===== config.mk =====
export PLATFORM = sky130hd
export DESIGN_NAME = pwsm_top
export DESIGN_NICKNAME = d
export VERILOG_FILES = /design/src/pwsm_pkg.sv /design/src/pwsm_top.sv
export SDC_FILE = /design/constraint.sdc
export NUM_CORES = 1
export LEC_CHECK = 0
export ABC_CLOCK_PERIOD_IN_PS = 2150
export BUFFER_PORTS_ARGS = -buffer_cell sky130_fd_sc_hd__buf_4
export CAP_MARGIN = 15
export CORE_MARGIN = 1
export CORE_UTILIZATION = 40
export CTS_CLUSTER_DIAMETER = 80
export DETAILED_ROUTE_END_ITERATION = 8
export GPL_TIMING_DRIVEN = 0
export PLACE_DENSITY = 0.68
export RECOVER_POWER = 50
export SYNTH_ARGS = -nofsm -noshare
export SYNTH_HDL_FRONTEND = slang
export SYNTH_SLANG_ARGS = --single-unit

===== constraint.sdc =====
create_clock -name CLK_SYS -period 2.15 [get_ports CLK_SYS]
set_input_delay 0.43 -clock CLK_SYS [delete_from_list [all_inputs] [get_ports CLK_SYS]]
set_output_delay 0.43 -clock CLK_SYS [all_outputs]
set_load 0.05 [all_outputs]

===== src/pwsm_pkg.sv =====
// Constants and types shared by the power-save and clock-fail monitor.
// Assumes a single system clock domain and a 32-bit Avalon-MM slave port.
package pwsm_pkg;

    // Register byte offsets.
    localparam logic [3:0] OFS_OSC_CTL = 4'h0;
    localparam logic [3:0] OFS_CLK_DIV = 4'h4;
    localparam logic [3:0] OFS_STATUS  = 4'h8;

    // Oscillator control field positions.
    localparam int OSC_CUR_LSB   = 12;
    localparam int OSC_NEW_LSB   = 8;
    localparam int OSC_LOCK_BIT  = 7;
    localparam int OSC_FAIL_BIT  = 3;
    localparam int OSC_PLL_BIT   = 1;
    localparam int OSC_GO_BIT    = 0;

    // Clock divisor field positions.
    localparam int DIV_RET_BIT   = 15;
    localparam int DIV_RATIO_LSB = 12;
    localparam int DIV_DOZE_BIT  = 11;

    // Oscillator source codes.
    localparam logic [2:0] OSC_FAST_RC = 3'h0;
    localparam logic [2:0] OSC_PRIMARY = 3'h2;
    localparam logic [2:0] OSC_LP      = 3'h4;
    localparam logic [2:0] OSC_SLOW_RC = 3'h5;

    // Reset values.
    localparam logic [2:0] RST_OSC     = 3'h2;
    localparam logic       RST_PLL     = 1'b0;
    localparam logic [2:0] RST_RATIO   = 3'h0;

    // Low-power RC periods without a monitored edge before failure.
    localparam int FAIL_RC_TICKS = 4;

    // Power-save instruction operand codes.
    localparam logic OP_SLEEP = 1'b0;
    localparam logic OP_IDLE  = 1'b1;

    typedef struct packed {
        logic       ret;
        logic [2:0] ratio;
        logic       doze;
    } pwsm_div_t;

    typedef enum logic [1:0] {
        ST_RUN,
        ST_ENTER,
        ST_SLEEP,
        ST_IDLE
    } pwsm_state_t;

endpackage : pwsm_pkg


===== src/pwsm_top.sv =====
// Power-save sequencer, doze divider and fail-safe clock monitor.
// Assumes all inputs are synchronous to CLK_SYS; the low-power RC and
// monitored oscillator arrive as one-cycle tick pulses.
//
// Our own choices: the Avalon-MM interface to the registers and the register addresses.
`timescale 1ns/1ps
module pwsm_top #(
    parameter int FAIL_TICKS = pwsm_pkg::FAIL_RC_TICKS
) (
    input  wire logic        CLK_SYS,
    input  wire logic        RST,
    input  wire logic [3:0]  AVS_ADDRESS,
    input  wire logic        AVS_READ,
    input  wire logic        AVS_WRITE,
    input  wire logic [31:0] AVS_WRITEDATA,
    input  wire logic [3:0]  AVS_BYTEENABLE,
    output logic      [31:0] AVS_READDATA,
    output logic             AVS_WAITREQUEST,
    input  wire logic        CLOCK_SWITCH_CONFIG_BIT,
    input  wire logic        WATCHDOG_ENABLE,
    input  wire logic        WATCHDOG_TIMEOUT,
    input  wire logic        POWER_SAVE_INSTR,
    input  wire logic        POWER_SAVE_OPERAND,
    input  wire logic        IRQ_PENDING,
    input  wire logic        LOW_POWER_RC_TICK,
    input  wire logic        MON_OSC_EDGE,
    output logic             LOW_POWER_RC_RUN,
    output logic             SYS_OSC_RUN,
    output logic [2:0]       ACTIVE_OSC,
    output logic             PLL_ENABLE,
    output logic             CPU_CLK_EN,
    output logic             PERIPH_CLK_EN,
    output logic             WATCHDOG_CLEAR,
    output logic             CLOCK_FAIL_TRAP,
    output logic             WAKE_UP
);

    logic                  fsm_en;
    logic                  sw_en;
    pwsm_pkg::pwsm_state_t state_q;
    logic [2:0]            cur_osc_q;
    logic [2:0]            new_osc_q;
    logic                  pll_q;
    logic                  lock_q;
    logic                  fail_q;
    pwsm_pkg::pwsm_div_t   div_q;
    logic                  ack_q;
    logic                  irq_hold_q;
    logic [7:0]            fail_cnt_q;
    logic [7:0]            fail_cnt_d;
    logic                  fail_det;
    logic [6:0]            doze_cnt_q;
    logic [6:0]            doze_mask;
    logic                  doze_tick;
    logic                  wr_take;
    logic                  rd_take;
    logic                  wake_evt;
    logic [31:0]           rd_mux;
    logic                  dog_clr_q;
    logic                  trap_q;
    logic                  wake_q;

    // Unprogrammed configuration bit turns both features off.
    assign sw_en  = ~CLOCK_SWITCH_CONFIG_BIT;
    assign fsm_en = ~CLOCK_SWITCH_CONFIG_BIT;

    // Every access takes exactly one wait cycle so read data can be
    // registered without a combinational path to the bus.
    assign AVS_WAITREQUEST = (AVS_READ | AVS_WRITE) & ~ack_q;
    assign wr_take = AVS_WRITE & ack_q;
    assign rd_take = AVS_READ & ~ack_q;

    always_ff @(posedge CLK_SYS or posedge RST) begin
        if (RST) begin
            ack_q <= 1'b0;
        end else begin
            ack_q <= (AVS_READ | AVS_WRITE) & ~ack_q;
        end
    end

    always_comb begin
        rd_mux = 32'h0;
        case (AVS_ADDRESS)
            pwsm_pkg::OFS_OSC_CTL: begin
                rd_mux[pwsm_pkg::OSC_CUR_LSB +: 3]  = cur_osc_q;
                rd_mux[pwsm_pkg::OSC_NEW_LSB +: 3]  = new_osc_q;
                rd_mux[pwsm_pkg::OSC_LOCK_BIT]      = lock_q;
                rd_mux[pwsm_pkg::OSC_FAIL_BIT]      = fail_q;
                rd_mux[pwsm_pkg::OSC_PLL_BIT]       = pll_q;
            end
            pwsm_pkg::OFS_CLK_DIV: begin
                rd_mux[pwsm_pkg::DIV_RET_BIT]         = div_q.ret;
                rd_mux[pwsm_pkg::DIV_RATIO_LSB +: 3]  = div_q.ratio;
                rd_mux[pwsm_pkg::DIV_DOZE_BIT]        = div_q.doze;
            end
            pwsm_pkg::OFS_STATUS: begin
                rd_mux[1:0] = state_q;
                rd_mux[2]   = fsm_en;
                rd_mux[3]   = irq_hold_q;
            end
            default: begin
                rd_mux = 32'h0;
            end
        endcase
    end

    always_ff @(posedge CLK_SYS or posedge RST) begin
        if (RST) begin
            AVS_READDATA <= 32'h0;
        end else if (rd_take) begin
            AVS_READDATA <= rd_mux;
        end
    end

    // Oscillator selection. A failure overrides a software switch in
    // the same cycle; the PLL setting is left untouched so the fast RC
    // fallback runs through the same multiplier.
    always_ff @(posedge CLK_SYS or posedge RST) begin
        if (RST) begin
            cur_osc_q <= pwsm_pkg::RST_OSC;
            new_osc_q <= pwsm_pkg::RST_OSC;
            pll_q     <= pwsm_pkg::RST_PLL;
            lock_q    <= 1'b0;
        end else if (fail_det) begin
            cur_osc_q <= pwsm_pkg::OSC_FAST_RC;
            new_osc_q <= pwsm_pkg::OSC_FAST_RC;
        end else if (wr_take && AVS_ADDRESS == pwsm_pkg::OFS_OSC_CTL
                     && sw_en && !lock_q) begin
            if (AVS_BYTEENABLE[1]) begin
                new_osc_q <= AVS_WRITEDATA[pwsm_pkg::OSC_NEW_LSB +: 3];
            end
            if (AVS_BYTEENABLE[0]) begin
                pll_q  <= AVS_WRITEDATA[pwsm_pkg::OSC_PLL_BIT];
                lock_q <= AVS_WRITEDATA[pwsm_pkg::OSC_LOCK_BIT];
                if (AVS_WRITEDATA[pwsm_pkg::OSC_GO_BIT]) begin
                    cur_osc_q <= AVS_BYTEENABLE[1]
                        ? AVS_WRITEDATA[pwsm_pkg::OSC_NEW_LSB +: 3]
                        : new_osc_q;
                end
            end
        end
    end

    // Failure flag: a new failure wins over a software clear.
    always_ff @(posedge CLK_SYS or posedge RST) begin
        if (RST) begin
            fail_q <= 1'b0;
        end else if (fail_det) begin
            fail_q <= 1'b1;
        end else if (wr_take && AVS_ADDRESS == pwsm_pkg::OFS_OSC_CTL
                     && AVS_BYTEENABLE[0]
                     && AVS_WRITEDATA[pwsm_pkg::OSC_FAIL_BIT]) begin
            fail_q <= 1'b0;
        end
    end

    // Missing-edge counter on low-power RC ticks. It is held clear in
    // Sleep, when disabled, and once running on the fast RC fallback.
    always_comb begin
        fail_cnt_d = fail_cnt_q;
        fail_det   = 1'b0;
        if (!fsm_en || state_q == pwsm_pkg::ST_SLEEP || MON_OSC_EDGE
            || cur_osc_q == pwsm_pkg::OSC_FAST_RC) begin
            fail_cnt_d = 8'h0;
        end else if (LOW_POWER_RC_TICK) begin
            if (fail_cnt_q == 8'(FAIL_TICKS - 1)) begin
                fail_det   = 1'b1;
                fail_cnt_d = 8'h0;
            end else begin
                fail_cnt_d = fail_cnt_q + 8'h1;
            end
        end
    end

    always_ff @(posedge CLK_SYS or posedge RST) begin
        if (RST) begin
            fail_cnt_q <= 8'h0;
        end else begin
            fail_cnt_q <= fail_cnt_d;
        end
    end

    always_ff @(posedge CLK_SYS or posedge RST) begin
        if (RST) begin
            trap_q <= 1'b0;
        end else begin
            trap_q <= fail_det;
        end
    end

    // Doze control. Return-on-interrupt clears the enable bit; a
    // software write in the same cycle takes precedence.
    always_ff @(posedge CLK_SYS or posedge RST) begin
        if (RST) begin
            div_q.ret   <= 1'b0;
            div_q.ratio <= pwsm_pkg::RST_RATIO;
            div_q.doze  <= 1'b0;
        end else if (wr_take && AVS_ADDRESS == pwsm_pkg::OFS_CLK_DIV
                     && AVS_BYTEENABLE[1]) begin
            div_q.ret   <= AVS_WRITEDATA[pwsm_pkg::DIV_RET_BIT];
            div_q.ratio <= AVS_WRITEDATA[pwsm_pkg::DIV_RATIO_LSB +: 3];
            div_q.doze  <= AVS_WRITEDATA[pwsm_pkg::DIV_DOZE_BIT];
        end else if (div_q.ret && IRQ_PENDING) begin
            div_q.doze <= 1'b0;
        end
    end

    // The CPU enable is a one-in-2^n strobe of the system clock, so
    // both domains share edges and stay in lock step.
    assign doze_mask = 7'((8'h1 << div_q.ratio) - 8'h1);
    assign doze_tick = ~div_q.doze
                     | ((doze_cnt_q & doze_mask) == 7'h0);

    always_ff @(posedge CLK_SYS or posedge RST) begin
        if (RST) begin
            doze_cnt_q <= 7'h0;
        end else begin
            doze_cnt_q <= doze_cnt_q + 7'h1;
        end
    end

    // Power-save sequencer. ST_ENTER lasts one cycle; interrupts seen
    // there or in the instruction cycle are held and wake afterwards.
    assign wake_evt = IRQ_PENDING | irq_hold_q | WATCHDOG_TIMEOUT;

    always_ff @(posedge CLK_SYS or posedge RST) begin
        if (RST) begin
            state_q    <= pwsm_pkg::ST_RUN;
            irq_hold_q <= 1'b0;
            dog_clr_q  <= 1'b0;
            wake_q     <= 1'b0;
        end else begin
            dog_clr_q <= 1'b0;
            wake_q    <= 1'b0;
            case (state_q)
                pwsm_pkg::ST_RUN: begin
                    if (POWER_SAVE_INSTR) begin
                        state_q    <= pwsm_pkg::ST_ENTER;
                        irq_hold_q <= IRQ_PENDING;
                        dog_clr_q  <= WATCHDOG_ENABLE;
                    end
                end
                pwsm_pkg::ST_ENTER: begin
                    irq_hold_q <= irq_hold_q | IRQ_PENDING;
                    state_q <= (POWER_SAVE_OPERAND == pwsm_pkg::OP_IDLE)
                             ? pwsm_pkg::ST_IDLE : pwsm_pkg::ST_SLEEP;
                end
                pwsm_pkg::ST_SLEEP, pwsm_pkg::ST_IDLE: begin
                    if (wake_evt) begin
                        state_q    <= pwsm_pkg::ST_RUN;
                        irq_hold_q <= 1'b0;
                        wake_q     <= 1'b1;
                    end
                end
                default: begin
                    state_q <= pwsm_pkg::ST_RUN;
                end
            endcase
        end
    end

    // Clock enables. Sleep stops the source; the current selection is
    // kept so wake-up resumes on the same oscillator.
    assign SYS_OSC_RUN   = state_q != pwsm_pkg::ST_SLEEP;
    assign PERIPH_CLK_EN = state_q != pwsm_pkg::ST_SLEEP;
    assign CPU_CLK_EN    = (state_q == pwsm_pkg::ST_RUN)
                         & doze_tick;

    always_comb begin
        if (state_q == pwsm_pkg::ST_SLEEP) begin
            LOW_POWER_RC_RUN = WATCHDOG_ENABLE;
        end else begin
            LOW_POWER_RC_RUN = fsm_en | WATCHDOG_ENABLE
                | (cur_osc_q == pwsm_pkg::OSC_SLOW_RC);
        end
    end

    assign ACTIVE_OSC      = cur_osc_q;
    assign PLL_ENABLE      = pll_q;
    assign WATCHDOG_CLEAR  = dog_clr_q;
    assign CLOCK_FAIL_TRAP = trap_q;
    assign WAKE_UP         = wake_q;

endmodule : pwsm_top


# ---- After elaboration in Yosys (flattened, before gate mapping)
# Cells that the tools add are included.
dict set report totals {
  input_bits 52
  register_bits 49
  wordCells 109
}
dict set report op_classes {
  n_addsub 3
  shifts 1
  bitwise 15
  mux 37
  eq_ne 10
  n_reduce_logical 26
}
# operator count
set ops {}
lappend ops {{$mux 8} 3}
lappend ops {{$mux 3} 7}
lappend ops {{$mux 1} 19}
lappend ops {{$reduce_bool 2->1} 6}
lappend ops {{$add 8x1->8 const B} 1}
lappend ops {{$eq 8x2->1 const B} 1}
lappend ops {{$logic_and 1x1->1} 8}
lappend ops {{$add 7x1->7 const B} 1}
lappend ops {{$and 7x7->7} 1}
lappend ops {{$logic_not 7->1} 1}
lappend ops {{$shl 1x3->7 const A} 1}
lappend ops {{$sub 7x1->7 const B} 1}
lappend ops {{$ne 2x2->1 const B} 3}
lappend ops {{$or 1x1->1} 6}
lappend ops {{$pmux 2 s3} 1}
lappend ops {{$pmux 3 s2} 1}
lappend ops {{$reduce_and 3->1} 2}
lappend ops {{$and 1x1->1} 4}
lappend ops {{$eq 2x2->1 const B} 2}
lappend ops {{$eq 4x3->1 const B} 1}
lappend ops {{$eq 4x4->1 const B} 1}
lappend ops {{$logic_not 4->1} 1}
lappend ops {{$mux 2} 2}
lappend ops {{$mux 4} 1}
lappend ops {{11 further kinds} 17}

# ---- Logic depth before layout (Yosys ltp)
dict set report depth {
  depth_word 7
  depth_mapped 6
}

# ---- Worst setup path before layout
# OpenSTA, ideal clock, no wires.
dict set report synth_timing {
  path_kind {register -> output}
  startpoint {register div_q[3] (netlist name)}
  endpoint {output port CPU_CLK_EN}
  n_path_buf 0
  arrival_time_ps 2183
  path_slack_ps -463
  required_ps 1720
  path_stages_with_launch 5
  cell_sequence {dfrtp_1 -> a21o_1 -> a221oi_1 -> o221ai_1 -> a211oi_1}
}
dict set report synth_between {
  elab_chain_len 6
}
# element line_no
set synth_lines {}
lappend synth_lines {{start: declaration} pwsm_top.sv:46} ;# pwsm_pkg::pwsm_div_t div_q;
lappend synth_lines {{$shl 1x3->7} pwsm_top.sv:210} ;# assign doze_mask = 7'((8'h1 << div_q.ratio) - 8'h1);
lappend synth_lines {{$sub 7x1->7} pwsm_top.sv:210}
lappend synth_lines {{$and 7x7->7} pwsm_top.sv:212} ;# | ((doze_cnt_q & doze_mask) == 7'h0);
lappend synth_lines {{$logic_not 7->1} pwsm_top.sv:212}
lappend synth_lines {{$or 1x1->1} pwsm_top.sv:212}
lappend synth_lines {{$and 1x1->1} pwsm_top.sv:267} ;# & doze_tick;
lappend synth_lines {{end: declaration} pwsm_top.sv:31} ;# output logic CPU_CLK_EN,
# No other way between the ends.

# ---- Worst setup path in the final report
dict set report layout_timing {
  startpoint {register doze_cnt_q[2]}
  endpoint {output port CPU_CLK_EN}
}
dict set report layout_between {
  elab_chain_len 4
}
# element line_no
set layout_lines {}
lappend layout_lines {{start: declaration} pwsm_top.sv:52} ;# logic [6:0] doze_cnt_q;
lappend layout_lines {{start signal: assignment} pwsm_top.sv:218} ;# doze_cnt_q <= doze_cnt_q + 7'h1;
lappend layout_lines {{$and 7x7->7} pwsm_top.sv:212}
lappend layout_lines {{$logic_not 7->1} pwsm_top.sv:212}
lappend layout_lines {{$or 1x1->1} pwsm_top.sv:212}
lappend layout_lines {{$and 1x1->1} pwsm_top.sv:267}
# No other way between the ends.

==> impl_results.md <==
* Failing checks: setup timing
* Gr usage total at 18.6%
* CP cell instances: a21o_1 -> a221oi_2 -> o221ai_2 -> a211oi_4 -> buf_6
* Xor-xnor portion of the synthesized cell area at 2.84%
* Synth unique cells at 51
* Syn. warnings at 0
* Nets at 377
* M3 GR Usage at 4.55%
* Placed Area at 3050 um2
* CTS tree: yes
* Drt drc at 0
* Family with the most delay on the worst path: compound AO/OA/AOI/OAI gates
* H-tree levels at 2
* ANT cells at 0
* Clk buf depth at 2
* Worst Hold Class: primary input to asynchronous set/reset pin
* Filler cells at approximately 540
* Layout area overhead at 30.9%
* Worst-margin pin slew at between 0.8 and 0.9 ns
* Post-synth ARST share at 100%
* Layout Skew at 0.00931 ns
* Busiest layer in global routing: met2
* Core area at 5920 um2
* Synthesized cell area at approximately 2500 um2
* Seq/Total Area, Yosys at between 40% and 50%
* Seq cells post-synth at between 40 and 50
* Hold buffers post-CTS at 0
* Clk root buf: clkbuf_8
* DP HPWL at 4110 um
* RSZ-0062 raised after global routing: true
* Antenna Violating Nets Remaining at 0
* Crit path time final at about 2.2 ns
* Top-level port count at 96
* Rows at 28
* Post-synthesis mux area share at under 10%
* Crit path max fanout at 3
* Die ar. at 6490 um2
* Mean Syn Cell Area at 10.2 um2
* Initial antenna violation count at 0
* Setup ws final at -0.0508 ns
* Starting Density at a little over two fifths
* Power, Total at ~0.0026 W
* Main synth FF type: dfrtp_1
* Crit path required time at 1.72 ns
* Gr ovfl total at 0
* Gate Count Post-Synth at around 240
* Number of flops mapped to enable cells by yosys at 0
* Pre-antenna DRT Iters at 4
* Most frequent cells in the layout: 75 x buf_4, 46 x dfrtp_1, 26 x nand2_1, 19 x conb_1, 15 x nor2_1
* Max-Cap Viols at 0
* CP startpoint kind: flip-flop
* Worst rel slew slack at around 46%
* DR iter-0 viols at 98
* Clock latency at the later pin of the worst-skew pair at around 0.31 ns
* Final slew viol count at 0
* DR WL/cell at about 14 um
* CP Class: flip-flop to primary output
* First-pass GRT wire length at roughly 9000 um
* Crit path arrival time at between 1.5 and 2 ns
* Status: complete, but fails checks
* Clk slew on worst S/H paths at 0.09 ns
* Port buffer count at 52
* Drt via density at between 4 and 5
* Final worst-path cycle share at 102%
* DP Worst Slack at -0.0615 ns
* Design area at roughly 3200 um2
* Synth Area in Adders at under 10%
* Fmax at 0.454 GHz
* Vias in the first global route at ~1.9k
* Routed vias at between 1.5k and 2k
* Final std cells w/o fill at 399
* VDD IR max at roughly 0.49 mV
* Die width at about 80 um
* Buf+Inv Stages, Crit Path at 1
* Power Density at approximately 810 nW/um2
* Sink count of the clock tree at 49
* Simple-gate share of the synthesized area at 19.7%
* Met2 Usage GRT at slightly below 30%
* Placed cells at 387
* # setup viols final at 1
* Slowest CP cell: dfrtp_2
* Routability cong. at ~0.80
* Commonest non-fill, non-tap cell in the layout: buf_4
* Crit path capture type: primary output
* Final WL at roughly 5500 um
* Max stage delay on crit path at between 0.4 and 0.5 ns
* DIE HEIGHT at just over 80 um
* CTS Buf Count at 5
* Synth Area in Compound Gates at between 10% and 20%
* Largest family of logic cells by synthesized area: simple AND/OR/NAND/NOR gates
* GR Util met1 at 24.4%
* LEAKAGE at 1.60 nW
* Final hold vios at 0
* Share of cells above drive strength 1 at ~34%
* Pin count of the biggest net entering global routing at 29
==> layer usage <==
metal  wire length [um]  vias up
met1               2460      920
met3                308        9
met4                 70        0
met2               2640       58
met5                  0        -
li1                   -      966
==> repair_timing <==
action                     4_1_cts  5_1_grt
setup endpoints to repair        1        1
pin swaps                        2        0
resized for setup                5        0
setup buffers                    4        0
==> power breakdown <==
part           switching (W)  internal [W]  leakage (nW)  total, W
Sequential         0.0000502      0.000995         0.645   0.00105
Combinational       0.000501      0.000284         0.888  0.000785
Clock               0.000328      0.000468        0.0687  0.000797
==> stage by stage <==
step           hold slack [ns]  TNS [ns]  utilization (%)
3_3_place_gp             0.438     -5.96             51.2
4_1_cts                  0.146  -0.00418             54.8
5_1_grt                  0.305    -0.144             54.5
2_1_floorplan            0.446         0                -
3_5_place_dp             0.447   -0.0615             51.5
6_report                 0.277   -0.0508             54.5
==> worst reg2reg max path, stage by stage, from the launching register on <==
cell,delay [ns]
dfrtp_1,0.42
ha_1,0.24
or4b_4,0.50
and4bb_1,0.32
and2_1,0.14
buf_2,0.20
nor3_1,0.10
==> cell families after synthesis <==
kind of cell,count (synthesis)
multiplexers,15
buffers and inverters,37
adder cells (fa/ha/maj),2
other,1
AND/OR/NAND/NOR,88
flip-flops,49
XOR/XNOR,8
AO/OA/AOI/OAI,41
==> flip-flops by register name, summed over array words and instances (netlist names) <==
signal           count
div_q                5
state_q              2
new_osc_q            3
ack_q                1
fail_q               1
AVS_READDATA        13
WAKE_UP              1
WATCHDOG_CLEAR       1
CLOCK_FAIL_TRAP      1
doze_cnt_q           7
lock_q               1
PLL_ENABLE           1
irq_hold_q           1
fail_cnt_q           8
ACTIVE_OSC           3
==> cell usage after synthesis (3+ instances only) <==
library cell / instances / area [um2]
nand3_1: 7 / 35.0
xor2_1: 4 / 35.0
nand4_1: 4 / 25.0
and3_1: 3 / 18.8
a21o_1: 3 / 22.5
buf_2: 5 / 25.0
dfrtp_1: 47 / 1180
nor3_1: 9 / 45.0
inv_1: 5 / 18.8
a22oi_1: 3 / 22.5
o21ai_0: 12 / 60.1
buf_4: 21 / 158
xnor2_1: 4 / 35.0
mux2_1: 5 / 56.3
and2_1: 3 / 18.8
and3_2: 3 / 22.5
mux2i_1: 9 / 90.1
clkbuf_1: 5 / 18.8
nor2_1: 15 / 56.3
nand2_1: 26 / 97.6
a21oi_1: 7 / 35.0
o21ai_1: 4 / 20.0
==> path summary, 6_finish.rpt <==
kind	start	to	slack [ns]	depth (start not counted)
setup / recovery	doze_cnt_q[2]	CPU_CLK_EN	-0.05	5
hold / removal	RST	fail_cnt_q[1]	0.28	2
setup reg to reg	fail_cnt_q[0]	ACTIVE_OSC[2]	0.12	6
hold reg to reg	ack_q	ack_q	0.46	1
max in group asynchronous	RST	doze_cnt_q[2]	0.68	3
min in group CLK_SYS	POWER_SAVE_INSTR	irq_hold_q	0.32	2
==> area by class of cell <==
type	count	area, um2	share of cell area [%]
repair buffers	57	429	13.3
inverters	5	18.8	0.581
flip-flops and latches	49	1230	38.1
multi-input cells	173	1110	34.3
clock inverters	3	68.8	2.13
clock buffers	5	68.8	2.13
plain buffers	32	213	6.59
well taps	75	93.8	2.91
Power figures use the tool's default switching activity.
